$ cat src/rswe_params.svh
`ifndef RSWE_PARAMS_SVH
`define RSWE_PARAMS_SVH

// ----------------------------------------
// register byte offsets
// ----------------------------------------
`define RSWE_WAKE_MASK_OFS 12'h188
`define RSWE_FLAGS_OFS 12'h3f8
`define RSWE_REVISION_OFS 12'h3fc

// ----------------------------------------
// field layout and reset values
// ----------------------------------------
`define RSWE_WAKE_SRC_N 7
`define RSWE_WAKE_MASK_RST 7'h00
`define RSWE_FLAG_EVCLK_BIT 7
`define RSWE_REV_VERSION_W 12
`define RSWE_REV_VARIANT_LSB 16
`define RSWE_REV_VARIANT_W 4

`endif

$ cat src/rswe_pkg.sv
package rswe_pkg;

    // reset events that reach the manager, one bit each
    typedef struct packed {
        logic por;
        logic ext;
        logic wdt;
        logic brown_out_detector;
        logic supply_mon;
        logic cpu_err;
        logic debug;
        logic jtag;
    } rswe_rst_events_s;

    // clear strobes to the register groups
    typedef struct packed {
        logic bus_fabric;
        logic osc32k_state;
        logic rc_calib;
        logic other_osc_ctrl;
        logic async_timer;
        logic wdt_ctrl;
        logic volt_calib;
        logic supply_mon_ctrl;
        logic bod_ctrl;
        logic clock_ctrl;
        logic on_chip_debug;
    } rswe_clear_groups_s;

    typedef enum logic [1:0] {
        RSWE_DP_IDLE = 2'b00,
        RSWE_DP_READ = 2'b01,
        RSWE_DP_WRITE = 2'b10
    } rswe_dphase_e;

endpackage : rswe_pkg

$ cat src/rswe_reset_scope.sv
// How it works
// - wake mask: seven RW bits, sources 0..6, reset zero, 31:7 unused
// - mask one lets that source wake asynchronously; zero blocks it
// - flags read-only: bit 7 event clock, bits 3:0 buses D..A present
// - revision read-only: version 11:0, variant 19:16, no behaviour
// - rc calib, voltage calib and 32 kHz oscillator cleared only by power-on
// - async timer registers except interrupts cleared only by power-on
// - debug system cleared by all resets except watchdog and debug
// - watchdog ctrl spared by watchdog reset; brown-out ctrl by brown-out
// - every reset clears osc, supply, clock ctrl and cpu/bus fabric
//
// Added by the designer: the AHB-Lite interface to the registers.
`include "rswe_params.svh"
`timescale 1ns/1ps
`default_nettype none

module rswe_reset_scope #(
    parameter logic event_clock_present = 1'b1,
    parameter logic [3:0] periph_bus_present = 4'hf,
    // arbitrary neutral values
    parameter logic [11:0] version_number = 12'h001,
    parameter logic [3:0] variant_number = 4'h0
) (
    input wire logic hclk,
    input wire logic hresetn,
    input wire logic hsel,
    input wire logic [31:0] haddr,
    input wire logic [1:0] htrans,
    input wire logic hwrite,
    input wire logic [2:0] hsize,
    input wire logic [31:0] hwdata,
    input wire logic hready,
    output logic [31:0] hrdata,
    output logic hreadyout,
    output logic hresp,
    input wire logic [6:0] wake_request,
    output logic [6:0] wake_async,
    input wire rswe_pkg::rswe_rst_events_s rst_events,
    output rswe_pkg::rswe_clear_groups_s clear_groups
);

    // ----------------------------------------
    // bus slave
    // ----------------------------------------
    rswe_pkg::rswe_dphase_e dphase;
    logic [11:0] dp_addr;
    logic [6:0] wake_mask;
    logic [31:0] next_rdata;

    always_ff @(posedge hclk or negedge hresetn) begin
        if (!hresetn) begin
            dphase <= rswe_pkg::RSWE_DP_IDLE;
            dp_addr <= 12'h000;
        end else if (hready) begin
            if (hsel && htrans[1]) begin
                dphase <= hwrite ? rswe_pkg::RSWE_DP_WRITE : rswe_pkg::RSWE_DP_READ;
                dp_addr <= haddr[11:0];
            end else begin
                dphase <= rswe_pkg::RSWE_DP_IDLE;
            end
        end
    end

    // zero-wait slave, always okay
    assign hreadyout = 1'b1;
    assign hresp = 1'b0;

    always_ff @(posedge hclk or negedge hresetn) begin
        if (!hresetn) begin
            wake_mask <= `RSWE_WAKE_MASK_RST;
        end else if (dphase == rswe_pkg::RSWE_DP_WRITE && dp_addr == `RSWE_WAKE_MASK_OFS) begin
            wake_mask <= hwdata[`RSWE_WAKE_SRC_N-1:0];
        end
    end

    // read mux; unmapped offsets read zero
    always_comb begin
        next_rdata = 32'h0000_0000;
        case (dp_addr)
            `RSWE_WAKE_MASK_OFS: next_rdata[`RSWE_WAKE_SRC_N-1:0] = wake_mask;
            `RSWE_FLAGS_OFS: begin
                next_rdata[`RSWE_FLAG_EVCLK_BIT] = event_clock_present;
                next_rdata[3:0] = periph_bus_present;
            end
            `RSWE_REVISION_OFS: begin
                next_rdata[`RSWE_REV_VERSION_W-1:0] = version_number;
                next_rdata[`RSWE_REV_VARIANT_LSB +: `RSWE_REV_VARIANT_W] = variant_number;
            end
            default: next_rdata = 32'h0000_0000;
        endcase
    end

    // read data registered-free: valid in the data phase only
    assign hrdata = (dphase == rswe_pkg::RSWE_DP_READ) ? next_rdata : 32'h0000_0000;

    // ----------------------------------------
    // wake gating
    // ----------------------------------------
    // combinational on purpose: wake must pass while the bus clock is stopped
    assign wake_async = wake_request & wake_mask;

    // ----------------------------------------
    // reset scope
    // ----------------------------------------
    logic any_rst;
    assign any_rst = |rst_events;

    // a sparing event spares its group only when no non-sparing event comes with it; any non-sparing event still clears
    function automatic logic clears_unless(
        input rswe_pkg::rswe_rst_events_s ev,
        input logic [7:0] spared
    );
        return |(ev & ~spared);
    endfunction : clears_unless

    always_comb begin
        clear_groups.bus_fabric = any_rst;
        clear_groups.other_osc_ctrl = any_rst;
        clear_groups.supply_mon_ctrl = any_rst;
        clear_groups.clock_ctrl = any_rst;
        clear_groups.osc32k_state = rst_events.por;
        clear_groups.rc_calib = rst_events.por;
        clear_groups.volt_calib = rst_events.por;
        clear_groups.async_timer = rst_events.por;
        clear_groups.wdt_ctrl = clears_unless(rst_events, 8'h20);
        clear_groups.bod_ctrl = clears_unless(rst_events, 8'h10);
        clear_groups.on_chip_debug = clears_unless(rst_events, 8'h22);
    end

endmodule : rswe_reset_scope

`default_nettype wire

$ cat config.mk
export PLATFORM = sky130hd
export DESIGN_NAME = rswe_reset_scope
export DESIGN_NICKNAME = d
export VERILOG_FILES = /design/src/rswe_pkg.sv /design/src/rswe_reset_scope.sv
export VERILOG_INCLUDE_DIRS = /design/src
export SDC_FILE = /design/constraint.sdc
export NUM_CORES = 1
export LEC_CHECK = 0
export BUFFER_PORTS_ARGS = -buffer_cell sky130_fd_sc_hd__buf_2
export CAP_MARGIN = 10
export CORE_MARGIN = 5
export CORE_UTILIZATION = 34
export DETAILED_ROUTE_END_ITERATION = 7
export PLACE_DENSITY = 0.79
export SLEW_MARGIN = 40
export SYNTH_ARGS = -nofsm -noshare
export SYNTH_HDL_FRONTEND = slang
export SYNTH_SLANG_ARGS = --single-unit
export TNS_END_PERCENT = 50
$ cat constraint.sdc
create_clock -name hclk -period 2 [get_ports hclk]
set_clock_uncertainty 0.2 [all_clocks]
set_input_delay 0.1 -clock hclk [delete_from_list [all_inputs] [get_ports hclk]]
set_output_delay 0.1 -clock hclk [all_outputs]
set_load 0.1 [all_outputs]
## Word level (Yosys, flattened, before mapping)

Cells that the tools add are included.
Widths: inputs -> output; s select.

- Reductions and logical operators: 7
- Equal/unequal tests: 5
- Bitwise logic cells: 1
- Mux-type cells: 6

Operators by type and width:

| kind | count |
|---|---|
| $eq 12x10->1 const B | 2 |
| $reduce_or 7->1 | 2 |
| $eq 12x9->1 const B | 1 |
| $pmux 4 s3 | 1 |
| $mux 8 | 1 |
| $reduce_or 8->1 | 1 |
| $and 7x7->7 | 1 |
| $reduce_or 6->1 | 1 |
| $mux 2 | 2 |
| $mux 3 | 1 |
| $eq 2x1->1 const B | 1 |
| $eq 2x2->1 const B | 1 |
| $logic_and 1x1->1 | 2 |
| $reduce_and 2->1 | 1 |
| $mux 1 | 1 |

- Bits of input ports: 89
- Word-level logic and storage cells: 22
- Register bits: 21

## Logic depth before layout (Yosys ltp)

Gate-level depths: netlist of run 1.

- Word-level depth: 3
- Depth in mapped cells: 4

## Worst setup path before layout of run 1

No wires, ideal clock.

- Path kind: register -> output
- Start point: reg dp_addr[5]
- End point: out hrdata[0]
- Cell stages (with the launch flop): 4
- Required time: 1700 ps
- Arrival: 2429 ps
- Path slack: -729 ps
- Buffers on the path: 0
- Cells stage by stage: dfrtp_1 > nor4_4 > nand3b_1 > a21oi_1

- Cells in the longest elaborated chain, start to end: 3

RTL lines:

| element | RTL line | text |
|---|---|---|
| start, declared | rswe_reset_scope.sv:46 | `logic [11:0] dp_addr;` |
| start signal, assigned | rswe_reset_scope.sv:57 | `dp_addr <= haddr[11:0];` |
| $eq 12x10->1 / $eq 12x9->1 (equally long branches) | rswe_reset_scope.sv:79 | `case (dp_addr)` |
| $pmux 4 s3 (*) | rswe_reset_scope.sv:79 |  |
| $mux 8 (*) | rswe_reset_scope.sv:94 | `assign hrdata = (dphase == rswe_pkg::RSWE_DP_READ) ? next_rdata : 32'h0000_0000;` |
| end, declared | rswe_reset_scope.sv:33 | `output logic [31:0] hrdata,` |

Every way passes the cells marked *; elsewhere a longest branch is shown, timed or not.

## Worst setup path after layout of run 1

Same ends and word-level chain as after synthesis.

==> key figures, run 1 <==
STA
  – Final Cycle Share: 0.979
  – Slew HR: 0.575
  – Max-slew violations: 0
  – RSZ-0062 raised after global routing: true
  – Final hold vios: 0
  – Max frequency: approximately 510 MHz
  – Slew @ Worst Pin: 0.636 ns
  – Hold_ws: 0.133 ns
  – Number of setup violations in the final report: 0
  – Crit path time final: 1.96 ns

Pwr
  – P_int: 0.762 mW
  – Combinational power share: 0.394
  – Sw Ratio: 0.418
  – Overall Power: 1.31 mW
  – Peak VDD IR: 0.355 mV
  – Leak: 0.938 nW
  – Clock power share: 0.200
  – Share of power burned in registers: 0.406
  – Pwr/cell area: 664 nW/um2
  – Switch Pwr: 0.548 mW

Critical path
  – Largest stage delay, worst path: 0.42 ns
  – Worst r2r src: dp_addr[5]$_DFFE_PN0P_
  – Crit path launch type: flop
  – Crit end category: output port
  – CP Cell Sequence: nor4_4, buf_4, nand3b_1, a21oi_2, buf_12
  – CP max FO: 3
  – Slowest cell on the critical path: dfrtp_1
  – Critical path startpoint: dp_addr[5]$_DFFE_PN0P_
  – WP data arrival: 1.66 ns
  – Worst EP required: 1.70 ns
  – Crit Path Class: flop to output port

Floorplanning
  – # IOs: around 140
  – Die Span X: approximately 72 um
  – DIE AREA: a little over 5000 um2
  – Row count: 22
  – Core Box Area: 3690 um2
  – Initial core utilization: 0.353
  – Die height: 71.9 um

Synth
  – Post-synthesis sequential area ratio: 0.403
  – Post-synth EDFFs: 0
  – Commonest cells post-synth: buf_4 (34), dfrtp_1 (21), mux2_2 (19)
  – #FFs+latches synth: 21
  – Synth area leaders: dfrtp_1 (40%), buf_4 (20%), mux2_2 (16%), and2_1 (4.8%), nor4b_4 (1.8%)
  – Syn. warnings: 0
  – Yosys top cell by area: dfrtp_1
  – Top_reg_cell synth: dfrtp_1
  – Syn_area_per_cell: 10.9 um2
  – Top-area cell type share of the netlist area: 0.403
  – Cell with the most instances after synthesis: buf_4
  – Synth cell types: 24
  – Synthesized area: 1300 um2
  – Ys async rst share: 1.00
  – Synth Instances: 120

Cells and area
  – Share of cells above drive strength 1: 0.517
  – Antenna Cells: 0
  – Layout Cells excl Fill: 253
  – Final instance area: between 1500 and 2000 um2
  – FILL cells: 340
  – Final nets: 295
  – Synthesis-to-finish area growth: 51.6%
  – Core Util, Final: 0.535

Job
  – Max-cap violations: 0

CTS
  – Clock Tree Root: clkbuf_8
  – CTS tree: yes
  – Reg clk slew, reported paths: 0.07 ns
  – Clock sink count: 21
  – Num CTS Buffers: 3
  – H-tree depth: 1
  – Clk buf depth: 2
  – Clock latency on the worst-skew pair: 0.25 ns

Global route
  – Largest net degree at the start of global routing: 22
  – All-Layer GR Usage: 0.111
  – Initial antenna violation count: 0
  – Global-route wire length before repair: ~4500 um
  – Vias in the first global route: around 990
  – GRT overflow: 0

Drt
  – 1st-pass router iterations: 2
  – Drt total wl: 3000 um
  – Drt drc: 0
  – Routed Antenna Nets: 0
  – Vias: 1,048
  – Wire per inst: 11.8 um
  – DR vias/cell: 4.14
  – Number of DRC markers in iteration 0: 9

Placed design
  – Post-Place Cells: 223
  – Post-DP Area: between 1500 and 2000 um2
  – Placer congestion estimate: 0.655
  – Input/output buffers: 65
  – Dpl hpwl: 2300 um

Worst hold path
  – Min-delay worst type: input pin to async pin

Run status
  – Outcome: finished clean
sequential cells by signal (all words and copies together) (netlist names):
name / cells
dphase: 2
dp_addr: 12
wake_mask: 7
final timing paths:
kind	depth (start not counted)	slack (ns)	end
max	5	0.04	hrdata[0]
min	2	0.13	dp_addr[8]$_DFFE_PN0P_
max reg2reg	5	0.14	wake_mask[6]$_DFFE_PN0P_
min reg2reg	1	0.31	dp_addr[8]$_DFFE_PN0P_
max in group asynchronous	2	1.15	wake_mask[3]$_DFFE_PN0P_
min in group hclk	1	0.31	dp_addr[8]$_DFFE_PN0P_
kinds of logic after synthesis:
logic type | count (synthesis) | synth area share
AOI/OAI and AO/OA | 6 | 0.0250
buffers and inverters | 38 | 0.208
DFF | 21 | 0.403
muxes | 19 | 0.164
other | 2 | 0.00577
and+or+nand+nor | 34 | 0.193
worst max-delay path, delay by kind of cell (launching register included):
kind / cells / cell delay [ns]
compound gates: 1 / 0.18
buf+inv: 2 / 0.37
flops: 1 / 0.42
simple gates: 2 / 0.43
per-layer routing:
layer  vias to the layer above  global-route usage  part of all wire
li1                        519                   -                 -
met1                       479               0.113              0.32
met2                        48               0.222              0.57
met3                         2              0.0263              0.11
met4                         0              0.0313            0.0030
met5                         -                   0                 0
power by group through the flow:
stage | registers, mW | logic (mW) | clock network (mW)
after CTS | 0.531 | 0.514 | 0.279
after global placement | 0.535 | 0.467 | 0
after global routing | 0.541 | 0.541 | 0.294
after floorplan | 0.527 | 0.445 | 0
after detailed placement | 0.539 | 0.472 | 0
final | 0.532 | 0.516 | 0.262
final cells by class:
cell class              count  area [um2]  share of cell area
repair buffers             92         706               0.357
multi-input cells          85         627               0.317
flip-flops and latches     21         526               0.266
well taps                  48        60.1              0.0304
clock buffers               4        45.0              0.0228
inverters                   3        11.3             0.00570
metrics by stage:
step / setup WS (ns) / setup TNS (ns)
floorplan: -0.166 / -1.21
global placement: 0.157 / 0
detailed placement: 0.141 / 0
CTS: -0.00882 / -0.00882
global route: -0.0690 / -0.404
finish: 0.0426 / 0
what timing repair did:
action | CTS | global route
endpoints found under the setup margin | 8 | 8
hold buffers | 23 | 0
resized for setup | 2 | 3
hold endpoints to repair | 42 | 0
pin swaps | 3 | 6
buffers inserted | 2 | 1
layout by cell type, fill, tap and decap left out:
| cell | netlist | routed |
|---|---|---|
| buf_2 | 1 | 57 |
| or2_2 | 1 | 1 |
| nand4_1 | 2 | 2 |
| clkbuf_1 | 0 | 1 |
| nand4_4 | 1 | 1 |
| nor4_4 | 1 | 1 |
| and2_4 | 0 | 3 |
| nor3_1 | 1 | 1 |
| clkbuf_8 | 0 | 3 |
| conb_1 | 2 | 26 |
| and4_4 | 0 | 1 |
| inv_1 | 3 | 3 |
| and4bb_2 | 1 | 1 |
| or3_1 | 2 | 2 |
| dfrtp_1 | 21 | 21 |
| dlygate4sd3_1 | 0 | 23 |
| nor4b_4 | 1 | 1 |
| nand2_1 | 4 | 4 |
| nand3_2 | 0 | 1 |
| nand3_1 | 2 | 1 |
| nor2_2 | 0 | 1 |
| nor2b_1 | 2 | 2 |
| or4_1 | 1 | 1 |
| buf_12 | 0 | 8 |
| and2_1 | 10 | 7 |
| a21oi_2 | 0 | 4 |
| mux2_2 | 19 | 19 |
| nor2_1 | 3 | 2 |
| buf_4 | 34 | 4 |
| nand3b_1 | 1 | 1 |
| o22ai_1 | 2 | 2 |
Note: power is estimated with default switching activity, not from simulation.
==> inputs of run 2 (changes only) <==
Settings changed: CORE_MARGIN 5 to unset, CTS_CLUSTER_DIAMETER set to 100.
==> key figures, run 2 (synthesis gave the netlist of run 1 again) <==
Global route
  – Global-route wire length before repair: 4150 um (-7.8%)
  – Largest net degree at the start of global routing: 22 (unchanged)
  – GR peak layer: met2
  – GRT overflow: 0 (unchanged)
  – Met1 usage: 0.144 (+0.0304)
  – Vias in the first global route: 960 (-3.1%)
  – All-Layer GR Usage: 0.132 (+0.0211)
  – Initial antenna violation count: 0 (unchanged)
  – Met2 usage: 0.250 (+0.0276)
  – M3 GR Usage: 0.0304 (+0.00404)

Cells and area
  – Core Util, Final: 0.537 (+0.00197)
  – Largest register FFs: 12 (unchanged)
  – Antenna Cells: 0 (unchanged)
  – Commonest non-fill, non-tap cell in the layout: buf_2
  – Reg area: 526 um2 (unchanged)
  – Layout Cells excl Fill: 252 (-0.40%)
  – Commonest non-fill, non-tap cells in the layout: buf_2 (57), conb_1 (26), dlygate4sd3_1 (23), dfrtp_1 (21), mux2_2 (19)
  – Biggest regs: dp_addr x12, wake_mask x7, dphase x2
  – Share of cells above drive strength 1: 0.515 (-0.00237)
  – FILL cells: 333 (-2.1%)
  – Largest Register: dp_addr
  – Multi-input logic area: 627 um2 (unchanged)
  – Final instance area: 1970 um2 (-0.38%)
  – Final nets: 294 (-0.34%)
  – Synthesis-to-finish area growth: 51.0%

STA
  – Hold_ws: 0.139 ns (+0.00566 ns)
  – Slew HR: 0.581 (+0.00655)
  – Slew @ Worst Pin: 0.626 ns (-0.00980 ns)
  – Final Cycle Share: 0.997 (+0.0184)
  – Setup tns final: 0 ns (unchanged)
  – Number of setup violations in the final report: 0 (unchanged)
  – Crit path setup slack, layout: 0.00583 ns (-0.0368 ns)
  – Max frequency: 501 MHz (-1.8%)
  – Final hold vios: 0 (unchanged)
  – Max-slew violations: 0 (unchanged)
  – Crit path time final: 1.99 ns (+0.0368 ns)
  – RSZ-0062 raised after global routing: true

Critical path
  – Worst EP required: 1.70 ns (about the same)
  – Critical Path Sink: hrdata[0]
  – WP data arrival: 1.69 ns (+0.03 ns)
  – Crit end category: output port
  – Crit path launch type: flop
  – FF-to-FF setup slack: 0.22 ns (+0.08 ns)
  – Crit Path Class: flop to output port
  – RR Endpoint: wake_mask[2]$_DFFE_PN0P_
  – Critical path startpoint: dp_addr[5]$_DFFE_PN0P_
  – Worst r2r src: dp_addr[5]$_DFFE_PN0P_
  – CP max FO: 3 (unchanged)
  – FF-to-FF path depth: 4 (-1)

Job
  – Max-cap violations: 0 (unchanged)

Floorplanning
  – Core Box Area: 3660 um2 (-0.75%)
  – Die height: 63.9 um (-11%)
  – # IOs: 141 (unchanged)
  – Row count: 22 (unchanged)
  – Initial core utilization: 0.356 (+0.00266)
  – Die Span X: 63.9 um (-11%)
  – DIE AREA: 4080 um2 (-21%)

Placed design
  – Dpl hpwl: 1910 um (-17%)
  – Pre-CTS setup slack: 0.171 ns (+0.0293 ns)
  – Post-Place Cells: 223 (unchanged)
  – Input/output buffers: 65 (unchanged)
  – Post-DP Area: 1660 um2 (unchanged)
  – Placer congestion estimate: 0.706 (+7.8%)

CTS
  – Num CTS Buffers: 3 (unchanged)
  – Clock latency on the worst-skew pair: 0.25 ns (about the same)
  – Clock sink count: 21 (unchanged)
  – H-tree depth: 1 (unchanged)
  – Reg clk slew, reported paths: 0.08 ns (about the same)
  – Clk buf depth: 2 (unchanged)
  – CTS tree: yes
  – Clock Tree Root: clkbuf_8

Pwr
  – Overall Power: 1.31 mW (about the same)
  – Pwr/cell area: 667 nW/um2 (+0.46%)
  – Leak: 0.932 nW (-0.57%)
  – Peak VDD IR: 0.407 mV (+15%)

Drt
  – Vias: 1,067 (+1.8%)
  – DR vias/cell: 4.23 (+2.2%)
  – 1st-pass router iterations: 2 (unchanged)
  – Drt total wl: 2660 um (-11%)
  – Drt drc: 0 (unchanged)
  – Routed Antenna Nets: 0 (unchanged)
  – Wire per inst: 10.5 um (-11%)
  – Number of DRC markers in iteration 0: 3 (-6)

Run status
  – Outcome: finished clean

Worst hold path
  – Min-delay worst type: input pin to async pin
[run 2: how the worst min path moves through the flow]
stage,start,endpoint,slack [ns],cells past startpoint
floorplan,hresetn,dp_addr[0]$_DFFE_PN0P_,-0.40,0
global placement,hresetn,wake_mask[6]$_DFFE_PN0P_,-0.12,1
detailed placement,hresetn,wake_mask[6]$_DFFE_PN0P_,-0.12,1
CTS,hresetn,dphase[0]$_DFFE_PN0P_,0.15,2
global route,hresetn,dp_addr[5]$_DFFE_PN0P_,0.17,2
finish,hresetn,dphase[0]$_DFFE_PN0P_,0.14,2
[run 2: report_power, final]
| part | internal (mW) | switching (mW) |
|---|---|---|
| Combinational | 0.138 | 0.373 |
| Clock | 0.142 | 0.129 |
| Sequential | 0.480 | 0.0492 |
| Total | 0.759 | 0.552 |
[run 2: routing by layer]
metal,wire length [um],part of all wire
met5,0,0
met4,8,0.0030
met3,164,0.062
met2,1490,0.56
met1,989,0.37
[run 2: area by class of cell]
| cell class | instances | share of cell area |
|---|---|---|
| clock buffer | 4 | 0.0229 |
| inverter | 3 | 0.00573 |
| multi-input combinational | 85 | 0.319 |
| sequential | 21 | 0.267 |
| tap | 48 | 0.0305 |
| timing repair buffer | 91 | 0.355 |
[run 2: repair_timing]
action | in CTS | in global routing
pin swaps | 2 | 2
gates resized for setup | 1 | 4
hold buffers | 23 | 0
setup endpoints to repair | 8 | 7
endpoints found under the hold margin | 42 | 0
buffers inserted | 2 | 0
[run 2: critical path, cell delays in order, from the launching register on]
cell      delay (ns)
dfrtp_1         0.42
nor4_4          0.37
buf_4           0.19
nand3b_1        0.08
a21oi_2         0.17
buf_12          0.20
==> inputs of run 3 (changes only) <==
Settings changed: ABC_AREA set to 1, CORE_UTILIZATION 34 to 35, PLACE_DENSITY 0.79 to 0.8.
==> key figures, run 3 <==
Synth
  – Synth area leaders: dfrtp_1 (39%), buf_4 (19%), nand2_1 (10%), mux2_2 (9.9%), inv_1 (3.3%)
  – Synthesized area: 1360 um2 (+4.6%)
  – Post-synthesis sequential area ratio: 0.386 (-0.0178)
  – Cell with the most instances after synthesis: nand2_1
  – Commonest cells post-synth: nand2_1 (38), buf_4 (34), dfrtp_1 (21)
  – Syn_area_per_cell: 8.62 um2 (-21%)
  – Synth Instances: 158 (+32%)
  – Top_reg_cell synth: dfrtp_1
  – Post-synth EDFFs: 0 (unchanged)
  – Ys async rst share: 1.00 (unchanged)
  – Synth cell types: 21 (-13%)
  – Top-area cell type share of the netlist area: 0.386 (-0.0178)
  – Syn. warnings: 0 (unchanged)
  – Yosys top cell by area: dfrtp_1
  – #FFs+latches synth: 21 (unchanged)

Cells and area
  – FILL cells: 335 (+0.60%)
  – Final nets: 332 (+13%)
  – Largest register FFs: 12 (unchanged)
  – Antenna Cells: 0 (unchanged)
  – Multi-input logic area: 654 um2 (+4.4%)
  – Reg area: 526 um2 (unchanged)
  – Synthesis-to-finish area growth: 49.4%
  – Share of cells above drive strength 1: 0.409 (-0.106)
  – Layout Cells excl Fill: 290 (+15%)
  – Largest Register: dp_addr
  – Commonest non-fill, non-tap cell in the layout: buf_2
  – Commonest non-fill, non-tap cells in the layout: buf_2 (57), nand2_1 (37), conb_1 (26), dlygate4sd3_1 (23), dfrtp_1 (21)
  – Biggest regs: dp_addr x12, wake_mask x7, dphase x2

Critical path
  – Crit path launch type: flop
  – WP data arrival: 1.59 ns (-0.10 ns)
  – CP max FO: 5 (+2)
  – Slowest cell on the critical path: dfrtp_1
  – Crit end category: output port
  – Crit Path Class: flop to output port
  – Most used cell along the critical path: nand2_1
  – Worst EP required: 1.70 ns (about the same)
  – Largest stage delay, worst path: 0.38 ns (-0.04 ns)
  – CP Cell Sequence: nor2_1, nand2_1, nor2_4, buf_4, nand2_1, a21oi_4, buf_12

Drt
  – DR vias/cell: 4.26 (+0.50%)
  – Drt drc: 0 (unchanged)
  – Vias: 1,234 (+16%)
  – Routed Antenna Nets: 0 (unchanged)
  – 1st-pass router iterations: 4 (+2)
  – Drt total wl: 2920 um (+9.8%)
  – Number of DRC markers in iteration 0: 13 (+10)
  – Wire per inst: 10.1 um (-4.6%)

STA
  – Max frequency: 529 MHz (+5.5%)
  – Final Cycle Share: 0.945 (-0.0516)
  – Final hold vios: 0 (unchanged)
  – RSZ-0062 raised after global routing: true
  – Setup tns final: 0 ns (unchanged)
  – Crit path setup slack, layout: 0.109 ns (+0.103 ns)
  – Number of setup violations in the final report: 0 (unchanged)
  – Crit path time final: 1.89 ns (-0.103 ns)
  – Max-slew violations: 0 (unchanged)

Floorplanning
  – Initial core utilization: 0.369 (+0.0136)
  – Row count: 22 (unchanged)
  – Die Span X: 64.4 um (+0.78%)
  – Die height: 64.4 um (+0.78%)
  – DIE AREA: 4150 um2 (+1.6%)
  – # IOs: 141 (unchanged)
  – Core Box Area: 3690 um2 (+0.75%)

Global route
  – Largest net degree at the start of global routing: 22 (unchanged)
  – Global-route wire length before repair: 4980 um (+20%)
  – All-Layer GR Usage: 0.153 (+0.0200)
  – Initial antenna violation count: 0 (unchanged)
  – Vias in the first global route: 1,196 (+25%)
  – GRT overflow: 0 (unchanged)

Placed design
  – Pre-CTS setup slack: 0.285 ns (+0.115 ns)
  – Post-Place Cells: 261 (+17%)
  – Input/output buffers: 65 (unchanged)
  – Dpl hpwl: 2200 um (+15%)
  – Placer congestion estimate: 0.790 (+12%)

CTS
  – H-tree depth: 1 (unchanged)
  – Reg clk slew, reported paths: 0.08 ns (about the same)
  – Clock sink count: 21 (unchanged)
  – Clock latency on the worst-skew pair: 0.26 ns (about the same)
  – Num CTS Buffers: 3 (unchanged)
  – CTS tree: yes
  – Clock Tree Root: clkbuf_8
  – Clk buf depth: 2 (unchanged)

Pwr
  – Leak: 0.989 nW (+6.1%)
  – Pwr/cell area: 638 nW/um2 (-4.3%)
  – Peak VDD IR: 0.446 mV (+9.6%)

Job
  – Max-cap violations: 0 (unchanged)

Worst hold path
  – Min-delay worst type: input pin to flop

Run status
  – Outcome: finished clean
## run 3: changes by cell type in the layout (fill, tap and decap cells not counted), sizes merged, moves of 2 or more
cell   delta
nand2    +35
and2     -10
nor2     +10
inv       +9
mux2      -7
nand4     +4
nor3      +2
or3       -2
## run 3: power by group
part	leakage, nW	switching [mW]	total [mW]	internal [mW]
sequential	0.230	0.0330	0.507	0.474
clock	0.0228	0.133	0.275	0.142
combinational	0.736	0.392	0.517	0.125
total	0.989	0.558	1.30	0.741
## run 3: area by class of cell
type | instances | share of cell area
clock buffer | 4 | 0.0221
inverter | 12 | 0.0221
multi-input combinational | 113 | 0.321
sequential | 21 | 0.258
tap | 48 | 0.0295
timing repair buffer | 92 | 0.347
## run 3: worst max-delay path: cells and delay by family, from the launching register on
family	cells	cell delay, ns
buffers and inverters	2	0.33
AOI/OAI and AO/OA	1	0.16
and+or+nand+nor	4	0.46
DFF	1	0.38
## run 3: stage by stage
stage | total power [mW] | cell area, um2 | hold slack, ns | util
after CTS | 1.31 | 2030 | 0.141 | 0.551
final | 1.30 | 2040 | 0.138 | 0.552
after global placement | 0.987 | 1740 | -0.125 | 0.473
after global routing | 1.37 | 2040 | 0.159 | 0.552
after detailed placement | 0.997 | 1740 | -0.120 | 0.473
after floorplan | 0.960 | 1500 | -0.396 | -
## run 3: kinds of logic after synthesis
group,count (synthesis),share of synthesized area
simple gates,69,0.249
buf+inv,48,0.237
flops,21,0.386
mux,12,0.0992
compound gates,6,0.0239
other cells,2,0.00551
## run 3: timing repair
action,in CTS,in global routing
hold buffers,23,0
pin swaps,1,0
buffers inserted,2,0
setup endpoints to repair,3,7
resized for setup,0,1
endpoints found under the hold margin,42,0
## run 3: final timing paths
kind,from,endpoint,slack (ns),cells past startpoint
worst max-delay path,dp_addr[11]$_DFFE_PN0P_,hrdata[2],0.11,7
max in group asynchronous,hresetn,dphase[1]$_DFFE_PN0P_,1.12,2
worst max register to register,dp_addr[1]$_DFFE_PN0P_,wake_mask[0]$_DFFE_PN0P_,0.49,7
worst min register to register,wake_mask[1]$_DFFE_PN0P_,wake_mask[1]$_DFFE_PN0P_,0.31,2
min in group asynchronous,hresetn,dp_addr[9]$_DFFE_PN0P_,0.16,2
worst min-delay path,htrans[1],dphase[1]$_DFFE_PN0P_,0.14,3
## run 3: metal layers
metal  track usage  vias up  wire length [um]
met2         0.303       58              1630
li1              -      616                 -
met3        0.0357        2               204
met4        0.0306        0                 9
met1         0.159      558              1070
met5             0        -                 0
